[src/design/gtc_pkg.sv]
/*
  Package for the gated 16-bit timer/counter: register indices, field
  positions, reset values and carrier types.
  Assumes a single 25 MHz core clock and an 8-bit register port.
*/
package gtc_pkg;
  // ----------------------------------------------------------------
  // Register map (index on the plain register port)
  // ----------------------------------------------------------------
  localparam logic [2:0] GTC_ADDR_CTRL   = 3'h0;
  localparam logic [2:0] GTC_ADDR_GATE   = 3'h1;
  localparam logic [2:0] GTC_ADDR_CNT_LO = 3'h2;
  localparam logic [2:0] GTC_ADDR_CNT_HI = 3'h3;
  localparam logic [2:0] GTC_ADDR_STAT   = 3'h4;

  // ----------------------------------------------------------------
  // Reset values
  // ----------------------------------------------------------------
  localparam logic [7:0]  GTC_CTRL_RST = 8'h00;
  localparam logic [7:0]  GTC_GATE_RST = 8'h00;
  localparam logic [15:0] GTC_CNT_RST  = 16'h0000;

  // ----------------------------------------------------------------
  // Clock source and prescale encodings
  // ----------------------------------------------------------------
  localparam logic [1:0] GTC_SRC_INSTR = 2'h0;
  localparam logic [1:0] GTC_SRC_SYS   = 2'h1;
  localparam logic [1:0] GTC_SRC_EXT   = 2'h2;
  localparam logic [1:0] GTC_INSTR_DIV_LAST = 2'h3;  // System clock / 4

  // ----------------------------------------------------------------
  // Field layouts (bit 7 first)
  // ----------------------------------------------------------------
  typedef struct packed {
    logic [1:0] clock_source_select;
    logic [1:0] input_prescale_select;
    logic       secondary_osc_enable;
    logic       ext_clock_sync_disable;
    logic       wide_access_enable;
    logic       counter_run;
  } gtc_ctrl_t;

  typedef struct packed {
    logic       gate_enable;
    logic       gate_polarity;
    logic       gate_toggle_mode;
    logic       gate_single_pulse_mode;
    logic       single_pulse_arm_done;
    logic       gate_level;
    logic [1:0] gate_source_select;
  } gtc_gate_t;

  // Raw gate candidates from outside
  typedef struct packed {
    logic cmp2;
    logic cmp1;
    logic timer2_match;
    logic pin;
  } gtc_gate_src_t;
endpackage : gtc_pkg

[src/design/gtc_timer.sv]
/*
  Gated 16-bit timer/counter with prescaler, optional external clock
  synchronisation, buffered 16-bit access and gate modes.
  Assumes pins and comparator outputs are asynchronous; the second timer
  match is on core_clk_i. Crystal/clock-in selection is a strap input.
*/
`timescale 1ns/1ps
`default_nettype none

// How it works
// - Source 00 instruction clock, 01 system clock
// - Source 10 counts pin or oscillator edges
// - Prescaler divides by 1, 2, 4, 8
// - Oscillator enable powers crystal driver
// - Sync-disable bit matters only for source 10
// - Wide-access bit selects 16-bit buffered access
// - Counting only while run bit set
// - Gate enable gates counting when running
// - Polarity bit selects active gate level
// - Toggle mode divides gate by flip-flop
// - Single-pulse mode controls the gate
// - Arm bit clears when done or mode off
// - Gate level bit shows gate state
// - Gate source select picks four inputs
// - Special event trigger clears counter
// - Low-byte access moves high byte buffer
// - Only low-byte write clears prescaler
// - Falling edge needed before first count
module gtc_timer
  import gtc_pkg::*;
(
  input  wire logic          core_clk_i,
  input  wire logic          rst_b_i,
  input  wire logic [2:0]    reg_addr_i,
  input  wire logic [7:0]    reg_wdata_i,
  input  wire logic          reg_wr_i,
  input  wire logic          reg_rd_i,
  output logic [7:0]         reg_rdata_o,
  input  wire logic          ext_count_input_i,
  input  wire logic          crystal_in_pin_i,
  input  wire logic          ext_clock_in_pin_i,
  input  wire logic          osc_drive_select_i,
  input  wire gtc_gate_src_t gate_src_i,
  input  wire logic          special_event_trigger_i,
  output logic               osc_driver_enable_o,
  output logic [15:0]        count_o,
  output logic               overflow_o
);
  // ----------------------------------------------------------------
  // Input synchronisers
  // ----------------------------------------------------------------
  logic [2:0] pin_s1_reg;
  logic [2:0] pin_s2_reg;
  logic [2:0] gsrc_s1_reg;
  logic [2:0] gsrc_s2_reg;

  // First stage feeds the second stage and also the unsynchronised capture from pin_s1_reg[2]
  always_ff @(posedge core_clk_i)
  begin
    pin_s1_reg  <= {ext_count_input_i, crystal_in_pin_i, ext_clock_in_pin_i};
    pin_s2_reg  <= pin_s1_reg;
    gsrc_s1_reg <= {gate_src_i.cmp2, gate_src_i.cmp1, gate_src_i.pin};
    gsrc_s2_reg <= gsrc_s1_reg;
  end

  // ----------------------------------------------------------------
  // Registers
  // ----------------------------------------------------------------
  gtc_ctrl_t   ctrl_reg;
  gtc_gate_t   gate_reg;
  logic [15:0] count_reg;
  logic [7:0]  hi_buf_reg;
  logic        ovf_reg;
  logic [1:0]  instr_div_reg;
  logic [2:0]  presc_reg;
  logic        ext_prev_reg;
  logic        ext_ready_reg;
  logic        ext_unsync_reg;
  logic        toggle_ff_reg;
  logic        gate_prev_reg;
  logic        pulse_open_reg;
  logic        gate_val_reg;
  logic        osc_strap_reg;

  // ----------------------------------------------------------------
  // Clock source selection
  // ----------------------------------------------------------------
  wire       instr_tick = (instr_div_reg == GTC_INSTR_DIV_LAST);
  // Oscillator or clock-in pin, chosen by a strap input sampled every cycle out of reset
  wire       osc_level  = osc_strap_reg ? pin_s2_reg[1] : pin_s2_reg[0];
  wire       ext_sync_l = ctrl_reg.secondary_osc_enable ? osc_level : pin_s2_reg[2];
  // Unsynchronised path still needs one capture; it matches the synchronised pin latency and adds one stage for the oscillator
  wire       ext_level  = ctrl_reg.ext_clock_sync_disable ? ext_unsync_reg : ext_sync_l;
  wire       ext_rise   = ext_level & ~ext_prev_reg & ext_ready_reg;
  logic      src_tick;
  always_comb
  begin
    case (ctrl_reg.clock_source_select)
      GTC_SRC_INSTR: src_tick = instr_tick;
      GTC_SRC_SYS:   src_tick = 1'b1;
      GTC_SRC_EXT:   src_tick = ext_rise;
      default:       src_tick = instr_tick;  // 11 treated as instruction clock
    endcase
  end

  // ----------------------------------------------------------------
  // Gate path
  // ----------------------------------------------------------------
  logic gate_raw;
  always_comb
  begin
    case (gate_reg.gate_source_select)
      2'h0:    gate_raw = gsrc_s2_reg[0];
      2'h1:    gate_raw = gate_src_i.timer2_match;
      2'h2:    gate_raw = gsrc_s2_reg[1];
      default: gate_raw = gsrc_s2_reg[2];
    endcase
  end
  wire gate_pol   = gate_reg.gate_polarity ? gate_raw : ~gate_raw;
  wire gate_rise  = gate_pol & ~gate_prev_reg;
  wire gate_tm    = gate_reg.gate_toggle_mode ? toggle_ff_reg : gate_pol;
  // Single-pulse mode: only the armed window lets counts through
  wire gate_final = gate_reg.gate_single_pulse_mode ? (pulse_open_reg & gate_tm) : gate_tm;
  wire pulse_start = gate_reg.single_pulse_arm_done & ~pulse_open_reg & gate_tm;
  wire pulse_end   = pulse_open_reg & ~gate_tm;
  wire count_en   = ctrl_reg.counter_run & (~gate_reg.gate_enable | gate_final);

  // ----------------------------------------------------------------
  // Prescaler and counter step
  // ----------------------------------------------------------------
  logic presc_tick;
  always_comb
  begin
    case (ctrl_reg.input_prescale_select)
      2'h0:    presc_tick = 1'b1;
      2'h1:    presc_tick = presc_reg[0];
      2'h2:    presc_tick = &presc_reg[1:0];
      default: presc_tick = &presc_reg;
    endcase
  end
  wire step = count_en & src_tick & presc_tick;
  wire pre_step = count_en & src_tick;

  // ----------------------------------------------------------------
  // Register port decode
  // ----------------------------------------------------------------
  wire wr_ctrl = reg_wr_i & (reg_addr_i == GTC_ADDR_CTRL);
  wire wr_gate = reg_wr_i & (reg_addr_i == GTC_ADDR_GATE);
  wire wr_lo   = reg_wr_i & (reg_addr_i == GTC_ADDR_CNT_LO);
  wire wr_hi   = reg_wr_i & (reg_addr_i == GTC_ADDR_CNT_HI);
  wire rd_lo   = reg_rd_i & (reg_addr_i == GTC_ADDR_CNT_LO);
  wire rd_stat = reg_rd_i & (reg_addr_i == GTC_ADDR_STAT);
  wire wide    = ctrl_reg.wide_access_enable;
  wire run_chg = wr_ctrl & (reg_wdata_i[0] != ctrl_reg.counter_run);

  logic [7:0] rd_mux;
  always_comb
  begin
    case (reg_addr_i)
      GTC_ADDR_CTRL:   rd_mux = ctrl_reg;
      GTC_ADDR_GATE:   rd_mux = {gate_reg[7:3], gate_val_reg, gate_reg[1:0]};
      GTC_ADDR_CNT_LO: rd_mux = count_reg[7:0];
      GTC_ADDR_CNT_HI: rd_mux = wide ? hi_buf_reg : count_reg[15:8];
      GTC_ADDR_STAT:   rd_mux = {7'h00, ovf_reg};
      default:         rd_mux = 8'h00;
    endcase
  end

  // Counter next value: software write wins over counting
  logic [15:0] count_next;
  always_comb
  begin
    count_next = count_reg;
    if (special_event_trigger_i)
      count_next = GTC_CNT_RST;
    else if (wr_lo)
      count_next = wide ? {hi_buf_reg, reg_wdata_i} : {count_reg[15:8], reg_wdata_i};
    else if (wr_hi && !wide)
      count_next = {reg_wdata_i, count_reg[7:0]};
    else if (step)
      count_next = count_reg + 16'h0001;
  end
  wire rollover = step & (&count_reg) & ~special_event_trigger_i & ~wr_lo & ~(wr_hi & ~wide);

  // ----------------------------------------------------------------
  // Control and gate registers
  // ----------------------------------------------------------------
  always_ff @(posedge core_clk_i)
  begin
    if (!rst_b_i)
    begin
      ctrl_reg <= GTC_CTRL_RST;
      gate_reg <= GTC_GATE_RST;
      osc_strap_reg <= 1'b0;
    end
    else
    begin
      osc_strap_reg <= osc_drive_select_i;
      if (wr_ctrl)
        ctrl_reg <= reg_wdata_i;
      if (wr_gate)
        gate_reg <= {reg_wdata_i[7:3], 1'b0, reg_wdata_i[1:0]};
      // Arm bit: hardware clear on completion or mode off
      if (!(wr_gate ? reg_wdata_i[4] : gate_reg.gate_single_pulse_mode) || pulse_end)
        gate_reg.single_pulse_arm_done <= 1'b0;
    end
  end

  // ----------------------------------------------------------------
  // Counting state
  // ----------------------------------------------------------------
  always_ff @(posedge core_clk_i)
  begin
    if (!rst_b_i)
    begin
      count_reg      <= GTC_CNT_RST;
      hi_buf_reg     <= 8'h00;
      ovf_reg        <= 1'b0;
      instr_div_reg  <= 2'h0;
      presc_reg      <= 3'h0;
      ext_prev_reg   <= 1'b1;
      ext_ready_reg  <= 1'b0;
      ext_unsync_reg <= 1'b0;
      toggle_ff_reg  <= 1'b0;
      gate_prev_reg  <= 1'b0;
      pulse_open_reg <= 1'b0;
      gate_val_reg   <= 1'b0;
      reg_rdata_o    <= 8'h00;
      count_o        <= GTC_CNT_RST;
      overflow_o     <= 1'b0;
      osc_driver_enable_o <= 1'b0;
    end
    else
    begin
      count_reg     <= count_next;
      instr_div_reg <= instr_div_reg + 2'h1;
      if (wr_lo)
        presc_reg <= 3'h0;
      else if (pre_step)
        presc_reg <= presc_reg + 3'h1;
      if (rd_lo && wide)
        hi_buf_reg <= count_reg[15:8];
      else if (wr_hi && wide)
        hi_buf_reg <= reg_wdata_i;
      // Set wins over a clear by status read in the same cycle
      if (rollover)
        ovf_reg <= 1'b1;
      else if (rd_stat)
        ovf_reg <= 1'b0;
      ext_unsync_reg <= pin_s1_reg[2] & ~ctrl_reg.secondary_osc_enable
                      | (ctrl_reg.secondary_osc_enable & osc_level);
      ext_prev_reg <= ext_level;
      // Any count write or run change re-arms the falling-edge wait
      if (wr_lo || wr_hi || run_chg)
        ext_ready_reg <= 1'b0;
      else if (!ext_level)
        ext_ready_reg <= 1'b1;
      gate_prev_reg <= gate_pol;
      if (!gate_reg.gate_toggle_mode)
        toggle_ff_reg <= 1'b0;
      else if (gate_rise)
        toggle_ff_reg <= ~toggle_ff_reg;
      if (!gate_reg.gate_single_pulse_mode || pulse_end)
        pulse_open_reg <= 1'b0;
      else if (pulse_start)
        pulse_open_reg <= 1'b1;
      gate_val_reg <= gate_final;
      reg_rdata_o  <= reg_rd_i ? rd_mux : 8'h00;
      count_o      <= count_next;
      overflow_o   <= rollover;
      osc_driver_enable_o <= ctrl_reg.secondary_osc_enable;
    end
  end
endmodule // gtc_timer

`default_nettype wire

[config.mk]
export PLATFORM = sky130hd
export DESIGN_NAME = gtc_timer
export DESIGN_NICKNAME = d
export VERILOG_FILES = /design/src/design/gtc_pkg.sv /design/src/design/gtc_timer.sv
export SDC_FILE = /design/constraint.sdc
export NUM_CORES = 1
export LEC_CHECK = 0
export BUFFER_PORTS_ARGS = -buffer_cell sky130_fd_sc_hd__buf_2
export CAP_MARGIN = 10
export CORE_UTILIZATION = 50
export CTS_CLUSTER_SIZE = 25
export DETAILED_ROUTE_END_ITERATION = 8
export PLACE_DENSITY = 0.71
export SYNTH_ARGS = -nofsm -noshare
export SYNTH_HDL_FRONTEND = slang
export SYNTH_SLANG_ARGS = --single-unit
[constraint.sdc]
create_clock -name core_clk_i -period 5.8 [get_ports core_clk_i]
set_input_delay 0.87 -clock core_clk_i [delete_from_list [all_inputs] [get_ports core_clk_i]]
set_output_delay 0.87 -clock core_clk_i [all_outputs]
set_load 0.02 [all_outputs]
; ---- Word-level counts from Yosys, hierarchy flattened
; Index checks and enable logic that the tools add are counted.
; Widths: inputs -> output; s select.
[totals]
reg_bits = 75
input_bits = 24
output_inout_bits = 26
word_cells = 138
[op_classes]
n_addsub = 3
eq_ne = 14
mux = 20
bitwise = 39
reduce_logical = 29
[ops]
columns = op, count
row1 = $mux 16, 4
row2 = $pmux 8 s5, 1
row3 = $and 1x1->1, 24
row4 = $mux 8, 3
row5 = $add 16x1->16 const B, 1
row6 = $reduce_and 16->1, 1
row7 = $not 1->1, 13
row8 = $reduce_and 2->1, 5
row9 = $reduce_or 2->1, 5
row10 = $mux 1, 9
row11 = $eq 2x2->1 const B, 4
row12 = $eq 2x1->1 const B, 3
row13 = $eq 3x2->1 const B, 2
row14 = $pmux 1 s3, 2
row15 = $reduce_bool 2->1, 3
row16 = $logic_not 2->1, 2
row17 = $logic_or 1x1->1, 4
row18 = $ne 2x2->1 const B, 2
row19 = $add 3x1->3 const B, 1
row20 = $eq 3x1->1 const B, 1
row21 = $eq 3x3->1 const B, 1
row22 = $logic_and 1x1->1, 3
row23 = $logic_not 1->1, 3
row24 = $logic_not 3->1, 1
row25 = other kinds (6), 7

; ---- Depth between registers and ports, before layout
; Gate-level depths: netlist (run 1).
[depth]
word_depth = 16
ltp_mapped = 8
depth_no_buf = 8

; ---- Worst setup path after synthesis (run 1)
; No wires, ideal clock.
[synth_timing]
kind = in2reg
startpoint = input gate_src_i[1] (netlist bit)
endpoint = register count_reg[15]
arrival_ps = 2629
slack_ps = 3047
cell_stages = 6
cell_sequence = mux4_2 xor2_1 o311a_4 or4_4 o211ai_2 o21ai_1
[synth_via]
elab_chain_cells = 12
[synth_rtl]
columns = element, line
row1 = from (decl), gtc_timer.sv:43  ; input wire gtc_gate_src_t gate_src_i,
row2 = $pmux 1 s3 (*), gtc_timer.sv:112  ; case (gate_reg.gate_source_select)
row3 = $not 1->1, gtc_timer.sv:119  ; wire gate_pol = gate_reg.gate_polarity ? gate_raw : ~gate_raw;
row4 = $mux 1 (*), gtc_timer.sv:119
row5 = $mux 1 (*), gtc_timer.sv:121  ; wire gate_tm = gate_reg.gate_toggle_mode ? toggle_ff_reg : gate_pol;
row6 = $and 1x1->1, gtc_timer.sv:123  ; wire gate_final = gate_reg.gate_single_pulse_mode ? (pulse_open_reg & gate_tm) : gate_tm;
row7 = $mux 1 (*), gtc_timer.sv:123
row8 = $or 1x1->1 (*), gtc_timer.sv:126  ; wire count_en = ctrl_reg.counter_run & (~gate_reg.gate_enable | gate_final);
row9 = $and 1x1->1 (*), gtc_timer.sv:126
row10 = $and 1x1->1 (*) (2 in series), gtc_timer.sv:141  ; wire step = count_en & src_tick & presc_tick;
row11 = $reduce_bool 3->1 (no source line) (*), -
row12 = $reduce_and 2->1 (no source line) (*), -
row13 = to (signal assigned), gtc_timer.sv:235  ; count_reg <= count_next;
row14 = to (decl), gtc_timer.sv:71  ; logic [15:0] count_reg;
; Every way passes the cells marked *; elsewhere a longest branch is shown, timed or not.
; A chain may end at the register's enable or synchronous reset.

; ---- Final worst setup path (run 1)
[layout_timing]
startpoint = input rst_b_i
endpoint = register count_reg[10]
[layout_via]
elab_chain_cells = 2
[layout_rtl]
columns = element, line
row1 = from (decl), gtc_timer.sv:33  ; input wire logic rst_b_i,
row2 = $not 1->1 (no source line), -
row3 = $reduce_or 2->1 (no source line), -
; No other way between the ends.

==> results of run 1 <==
==> stage by stage <==
stage	std cells	power (mW)
2_1_floorplan	421	0.5898
3_3_place_gp	546	0.6169
3_5_place_dp	546	0.6189
4_1_cts	562	0.9928
5_1_grt	562	1.024
6_report	562	0.9877
==> report_power, final <==
part / leakage, nW / total [mW] / switching [mW] / internal, mW
logic: 0.751 / 0.0742 / 0.0493 / 0.0249
clock network: 0.0804 / 0.379 / 0.218 / 0.161
registers: 0.612 / 0.534 / 0.00803 / 0.526
==> cells by family after synthesis <==
family,synth area share [%]
buffers and inverters,3.338
adder cells (fa/ha/maj),2.086
XOR/XNOR,2.190
flip-flops,41.72
multiplexers,7.649
AO/OA/AOI/OAI,21.63
AND/OR/NAND/NOR,21.38
==> area by class of cell <==
class | count | area share (%)
clock inverter | 7 | 1.444
inverter | 10 | 0.9219
timing repair buffer | 50 | 6.208
sequential | 75 | 36.88
clock buffer | 9 | 3.042
tap | 96 | 2.950
multi-input combinational | 315 | 48.56
==> cells in the final DEF, fill, tap and decap left out, drive strengths merged, types with 10 or more instances in the layout <==
cell type,n
dfxtp,75
o21ai,14
nand3,12
nor2,46
and2,10
a211oi,21
nand2,50
inv,12
buf,50
a21oi,35
mux2i,23
==> layer usage <==
metal | track usage, % | up-vias | share of wire, %
met5 | 0 | - | 0
met4 | 13.33 | 0 | 3.6
met3 | 7.333 | 38 | 9.8
met2 | 42.52 | 219 | 43
met1 | 38.13 | 1591 | 43
li1 | - | 1620 | -
==> final timing paths <==
kind	start	to	slack (ns)	cells after the start
hold reg to reg	gsrc_s1_reg[0]	gsrc_s2_reg[0]	0.33	0
hold / removal	gsrc_s1_reg[0]	gsrc_s2_reg[0]	0.33	0
setup / recovery	rst_b_i	count_reg[10]	2.76	7
setup reg to reg	gate_reg[0]	count_reg[0]	3.03	6
==> impl_summary.txt, run 1 <==
----------------------------------------------------
[GRT]
  First-pass GRT wire length ... roughly 16000 um
  Initial antenna violation count ... 0
  All-layer global routing usage ... ~28%
  Vias in the first global route ... 3145
  Grt total ovfl ... 0
  Maximum number of pins on one net before global-route repair ... 28

[Synthesis]
  Largest area contributor in the netlist ... dfxtp_1
  Library cell with the highest instance count after synthesis ... dfxtp_1
  Syn Inst Count ... 421
  Total standard cell area after synthesis ... approximately 3600 um2
  Ys async rst share ... 0%
  Share of synthesized area occupied by flip-flops and latches ... 41.72%
  Synthesized Nets ... 451
  Netlist cell types ... 56
  Number of warnings reported in the yosys synthesis log ... 0
  Most instantiated flip-flop cell in the synthesis netlist ... dfxtp_1
  Number of enable flip-flop cells after synthesis ... 0
  Post-synth top area share ... 41.72%
  Average cell area after synthesis ... 8.547 um2
  Commonest cells post-synth ... dfxtp_1, nand2_1, nor2_1
  Count of state elements after synthesis ... 75
  Top cells by area in the synthesized netlist ... dfxtp_1, mux2i_1, nand2_1

[STA]
  Min Clock Period, post-route ... 3.038 ns
  Worst clock skew on the final layout ... about 0.012 ns
  Worst hold slack after final layout ... 0.3314 ns
  Maximum operating frequency ... 0.3292 GHz
  Smallest setup slack after layout ... 2.762 ns
  Count of final max-slew check failures ... 0
  Slew of the pin with the lowest slew margin ... 1.126 ns
  Unrepaired setup endpoints after global routing ... false
  Worst slew slack as a fraction of its limit ... 24.77%
  Final setup violating endpoints ... 0
  Share of the clock period used by the worst path ... 52.38%
  Setup TNS ... 0 ns
  Final Hold Fails ... 0

[Setup path]
  Kind of capture point of the worst setup path ... flip-flop
  Top Family by Delay on Critical Path ... simple AND/OR/NAND/NOR gates
  Standard cell with the maximum stage delay on the critical path ... nor2_1
  Slowest stage delay, CP ... about 0.87 ns
  Crit path DAT ... around 3.3 ns
  Type of the worst setup path ... in -> reg
  Bufs and invs on worst path ... 2
  CP Data Required Time ... 6.08 ns
  Cells traversed along the worst timing path ... buf_2 > clkinv_1 > nor2_1 > and2_1 > o31a_1 > o21ai_0 > o31ai_1
  CP startpoint kind ... primary input
  Critical-path maximum fanout ... 27

[Routing]
  Pre-Repair DR Iteration Count ... 5
  Detailed-route wire length ... 10130 um
  Final antenna-violating net count ... 0
  Average vias per placed instance ... just over 6
  Average wire length per cell after detail routing ... 18.02 um
  DR vias ... 3468
  DRC violation count after routing ... 0
  Detailed router's first-iteration violation count ... 288

[Power and ir drop]
  P per Cell Area ... 242.6 nW/um2
  Worst vdd rail ir drop ... 205.2 uV
  Static power due to leakage ... ~1.4 nW

[Floorplanning]
  Initial standard-cell utilization of the core ... 52.39%
  Area of the core ... 6869 um2
  Row count ... 30
  Top Ports ... 50
  Die outline height ... between 80 and 90 um
  Full die area ... 7540 um2
  Die Width ... about 87 um

[Clocking]
  TritonCTS clock tree ... yes
  CTS sink count ... 75
  Cts-stage hold buffer count ... 0
  Worst-path clk slew ... ~0.090 ns
  CTS HTree Levels ... 3
  Quantity of gates resized following cts ... 0
  Clock buffers created by TritonCTS ... 9
  Largest buffer count on any clock path ... 2
  Post-CTS setup buffer count ... 0
  Clock latency of the later-clocked register in the worst-skew pair ... 0.36 ns
  Root Buffer Master ... clkbuf_8

[Layout]
  ANT cells ... 0
  Final Net Count ... roughly 490
  Register area ... 1501 um2
  Fin util ... 59.27%
  Layout cell share with drive strength beyond 1 ... between 10% and 20%
  Area growth from synthesis to layout ... 13.14%
  Area of all placed cells without fillers ... about 4100 um2
  Combined area of the multi-input logic cells ... 1977 um2
  Number of flip-flops under the largest register name ... 16
  Filler cells ... 660

[Run]
  Maximum Capacitance Violations ... 0

[Placed design]
  Placement Setup Slack ... 2.412 ns
  Final weighted congestion in routability-driven placement ... 0.9474
  Placed inst area ... 3889 um2
  HPWL after detailed placement ... just over 7000 um
  Total of buffers placed on input and output ports ... 49

[Run status]
  Run status ... finished clean

[Worst hold path]
  Class of the tightest hold or removal check ... reg -> reg

----------------------------------------------------
(Power assumes the default switching activity.)
==> run 2, diff against run 1 <==
--- a/config.mk
+++ b/config.mk
@@ -5,12 +5,13 @@
 export SDC_FILE = /design/constraint.sdc
 export NUM_CORES = 1
 export LEC_CHECK = 0
+export ABC_AREA = 1
 export BUFFER_PORTS_ARGS = -buffer_cell sky130_fd_sc_hd__buf_2
 export CAP_MARGIN = 10
 export CORE_UTILIZATION = 50
 export CTS_CLUSTER_SIZE = 25
 export DETAILED_ROUTE_END_ITERATION = 8
-export PLACE_DENSITY = 0.71
+export PLACE_DENSITY = 0.73
 export SYNTH_ARGS = -nofsm -noshare
 export SYNTH_HDL_FRONTEND = slang
 export SYNTH_SLANG_ARGS = --single-unit
==> constraint.sdc (replaced) <==
create_clock -name core_clk_i -period 2.74 [get_ports core_clk_i]
set_input_delay 0.411 -clock core_clk_i [delete_from_list [all_inputs] [get_ports core_clk_i]]
set_output_delay 0.411 -clock core_clk_i [all_outputs]
set_load 0.02 [all_outputs]
==> run 2 against run 1 <==
Compared with the run above: non-clock buffer count up 3; core utilization down 0.88 points; critical path depth unchanged; largest cell class unchanged; highest routed layer unchanged.
==> impl_summary.txt, run 2 <==
----------------------------------------------------
[Synthesis]
  Library cell with the highest instance count after synthesis ... nand2_1 (was dfxtp_1)
  Post-synth top area share ... 39.83% (was 41.72%)
  Top cells by area in the synthesized netlist ... dfxtp_1, nand2_1, inv_1 (was dfxtp_1, mux2i_1, nand2_1)
  Share of synthesized area occupied by flip-flops and latches ... 39.83% (was 41.72%)
  Count of state elements after synthesis ... 75 (unchanged)
  Most instantiated flip-flop cell in the synthesis netlist ... dfxtp_1 (unchanged)
  Total standard cell area after synthesis ... 3770 um2 (was 3598 um2)
  XOR/XNOR Fraction of Synth Area ... 2.091% (was 2.191%)
  Syn Inst Count ... 508 (was 421)
  Average cell area after synthesis ... 7.421 um2 (was 8.547 um2)
  Compound-cell area share of the yosys netlist ... 20.21% (was 21.63%)
  Netlist cell types ... 44 (was 56)
  Largest family of logic cells by synthesized area ... simple AND/OR/NAND/NOR gates (was compound AO/OA/AOI/OAI gates)
  Commonest cells post-synth ... nand2_1, dfxtp_1, inv_1 (was dfxtp_1, nand2_1, nor2_1)
  Number of warnings reported in the yosys synthesis log ... 0 (unchanged)
  Ys async rst share ... 0% (unchanged)
  Fraction of the mapped netlist area in simple logic gates ... 26.25% (was 21.38%)
  Share of synthesized area spent on multiplexers ... 0.2655% (was 7.650%)
  Synthesized Nets ... 538 (was 451)
  Number of enable flip-flop cells after synthesis ... 0 (unchanged)
  Largest area contributor in the netlist ... dfxtp_1 (unchanged)
  Synthesized-area fraction occupied by adder cells ... 1.991% (was 2.086%)

[Clocking]
  Clock latency of the later-clocked register in the worst-skew pair ... 0.36 ns (about the same)
  Worst-path clk slew ... 0.08 ns (was 0.09 ns)
  Root Buffer Master ... clkbuf_8 (unchanged)
  CTS HTree Levels ... 3 (unchanged)
  Cts-stage hold buffer count ... 0 (unchanged)
  Quantity of gates resized following cts ... 0 (unchanged)
  TritonCTS clock tree ... yes (unchanged)
  Clock buffers created by TritonCTS ... 9 (unchanged)
  Largest buffer count on any clock path ... 2 (unchanged)
  CTS sink count ... 75 (unchanged)
  Post-CTS setup buffer count ... 0 (unchanged)

[STA]
  Unrepaired setup endpoints after global routing ... false (unchanged)
  Setup TNS ... 0 ns (unchanged)
  Min Clock Period, post-route ... 2.201 ns
  Final Hold Fails ... 0 (unchanged)
  Final setup violating endpoints ... 0 (unchanged)
  Slew of the pin with the lowest slew margin ... 0.7452 ns (was 1.126 ns)
  Share of the clock period used by the worst path ... 80.34%
  Worst hold slack after final layout ... 0.1462 ns (was 0.3314 ns)
  Count of final max-slew check failures ... 0 (unchanged)
  Worst slew slack as a fraction of its limit ... 50.14% (was 24.77%)
  Smallest setup slack after layout ... 0.5387 ns (was 2.762 ns)
  Worst clock skew on the final layout ... 0.01170 ns (was 0.01175 ns)
  Maximum operating frequency ... 0.4543 GHz

[Placed design]
  Final weighted congestion in routability-driven placement ... 0.9379 (was 0.9474)
  HPWL after detailed placement ... 7291 um (was 7266 um)
  Placement Setup Slack ... 0.5381 ns (was 2.412 ns)
  Total instance count after detailed placement ... 643 (was 546)
  Placed inst area ... 4058 um2 (was 3889 um2)
  Total of buffers placed on input and output ports ... 49 (unchanged)

[Power and ir drop]
  Static power due to leakage ... 1.816 nW (was 1.443 nW)
  Design Power ... 2.140 mW (was 987.7 uW)
  P per Cell Area ... 505.2 nW/um2 (was 242.6 nW/um2)
  Worst vdd rail ir drop ... 309.4 uV (was 205.2 uV)

[Worst hold path]
  Number of cells traversed by the worst hold path ... 1 (was 0)
  Class of the tightest hold or removal check ... in -> reg (was reg -> reg)
  Launch instance of the worst min-delay path ... ext_clock_in_pin_i (was gsrc_s1_reg[0])
  End point of the most critical hold path ... pin_s1_reg[0] (was gsrc_s2_reg[0])

[Setup path]
  Bufs and invs on worst path ... 2 (unchanged)
  Reg2Reg Depth ... 7 (was 6)
  Worst R2R End ... ovf_reg (was count_reg[0])
  Worst r2r src ... wide (was gate_reg[0])
  Crit path DAT ... 2.50 ns (was 3.32 ns)
  Cells traversed along the worst timing path ... inv_1 > nand3_4 > nand2_2 > inv_2 > nand4_1 > nor3_2 > o21bai_1 (was buf_2 > clkinv_1 > nor2_1 > and2_1 > o31a_1 > o21ai_0 > o31ai_1)
  Type of the worst setup path ... reg -> reg (was in -> reg)
  Setup slack, reg-to-reg ... 0.54 ns (was 3.03 ns)
  Critical-path maximum fanout ... 26 (was 27)
  CP startpoint kind ... flip-flop (was primary input)
  CP Data Required Time ... 3.04 ns (was 6.08 ns)
  Kind of capture point of the worst setup path ... flip-flop (unchanged)
  Top Family by Delay on Critical Path ... simple AND/OR/NAND/NOR gates (unchanged)
  Slowest stage delay, CP ... 0.72 ns (was 0.87 ns)
  Standard cell with the maximum stage delay on the critical path ... dfxtp_1 (was nor2_1)

[Layout]
  Layout cell share with drive strength beyond 1 ... 17.68% (was 16.74%)
  Fin util ... 58.39% (was 59.27%)
  Top library cells by usage in the layout, fill and taps aside ... nand2_1, dfxtp_1, inv_1 (was dfxtp_1, nand2_1, buf_2)
  Final Net Count ... 585 (was 491)
  Area of all placed cells without fillers ... 4235 um2 (was 4071 um2)
  Post-route insts no fill ... 659 (was 562)
  ANT cells ... 0 (unchanged)
  Area growth from synthesis to layout ... 12.35% (was 13.14%)
  Filler cells ... 702 (was 660)
  Number of flip-flops under the largest register name ... 16 (unchanged)
  Commonest non-fill, non-tap cell in the layout ... nand2_1 (was dfxtp_1)

[Run status]
  Run status ... finished clean (unchanged)

[GRT]
  All-layer global routing usage ... 26.57% (was 28.39%)
  Vias in the first global route ... 3142 (was 3145)
  Maximum number of pins on one net before global-route repair ... 30 (was 28)
  Initial antenna violation count ... 0 (unchanged)
  First-pass GRT wire length ... 15500 um (was 15970 um)
  Grt total ovfl ... 0 (unchanged)

[Floorplanning]
  Full die area ... 7891 um2 (was 7540 um2)
  Die outline height ... 88.83 um (was 86.84 um)
  Initial standard-cell utilization of the core ... 51.98% (was 52.39%)
  Row count ... 31 (was 30)
  Die Width ... 88.83 um (was 86.84 um)
  Area of the core ... 7253 um2 (was 6869 um2)
  Top Ports ... 50 (unchanged)

[Routing]
  DR vias ... 3567 (was 3468)
  DRC violation count after routing ... 0 (unchanged)
  Detailed router's first-iteration violation count ... 256 (was 288)
  Final antenna-violating net count ... 0 (unchanged)
  Pre-Repair DR Iteration Count ... 6 (was 5)
  Detailed-route wire length ... 9854 um (was 10130 um)
  Average wire length per cell after detail routing ... 14.95 um (was 18.02 um)
  Average vias per placed instance ... 5.413 (was 6.171)

[Run]
  Maximum Capacitance Violations ... 0 (unchanged)

----------------------------------------------------
## run 2: cell count changes after synthesis, moves of 11 or more
| cell | change |
|---|---|
| clkbuf_1 | -11 |
| nand3_1 | +22 |
| o21ai_0 | +32 |
| nand2_1 | +52 |
| a211oi_1 | -21 |
| inv_1 | +51 |
| mux2i_1 | -22 |
## run 2: logic make-up (layout without fill, tap and decap cells)
family,count (synthesis),count (layout)
muxes,1,1
xor gates and xnor gates,9,9
DFF,75,75
buffers and inverters,81,133
AOI/OAI and AO/OA,129,129
adders and majority gates,6,6
and+or+nand+nor,207,207
## run 2: power breakdown
group	leakage, nW	internal (mW)	switching (mW)	total, mW
combinational	1.11	0.0706	0.142	0.213
clock	0.0937	0.357	0.423	0.780
sequential	0.613	1.12	0.0248	1.15
## run 2: metal layers
layer	global-route usage (%)	up-vias	share of wire, %
met5	0	-	0
met1	36.12	1635	46
met2	41.54	118	46
met4	11.73	0	2.7
met3	4.291	23	5.1
li1	-	1791	-
## run 2: how the worst max path moves through the flow
stage / startpoint / endpoint / depth (start not counted)
global placement: wide / ovf_reg / 7
global route: wide / ovf_reg / 7
detailed placement: wide / ovf_reg / 7
floorplan: count_reg[0] / count_reg[14] / 12
CTS: wide / ovf_reg / 7
finish: wide / ovf_reg / 7
## run 2: layout make-up
type | count | area (um2) | area share [%]
Inverter | 64 | 241.5 | 5.702
Multi-Input combinational cell | 352 | 1916 | 45.23
Clock buffer | 11 | 141.4 | 3.338
Clock inverter | 5 | 36.28 | 0.8567
Timing Repair Buffer | 53 | 275.3 | 6.499
Tap cell | 99 | 123.9 | 2.925
Sequential cell | 75 | 1501 | 35.45
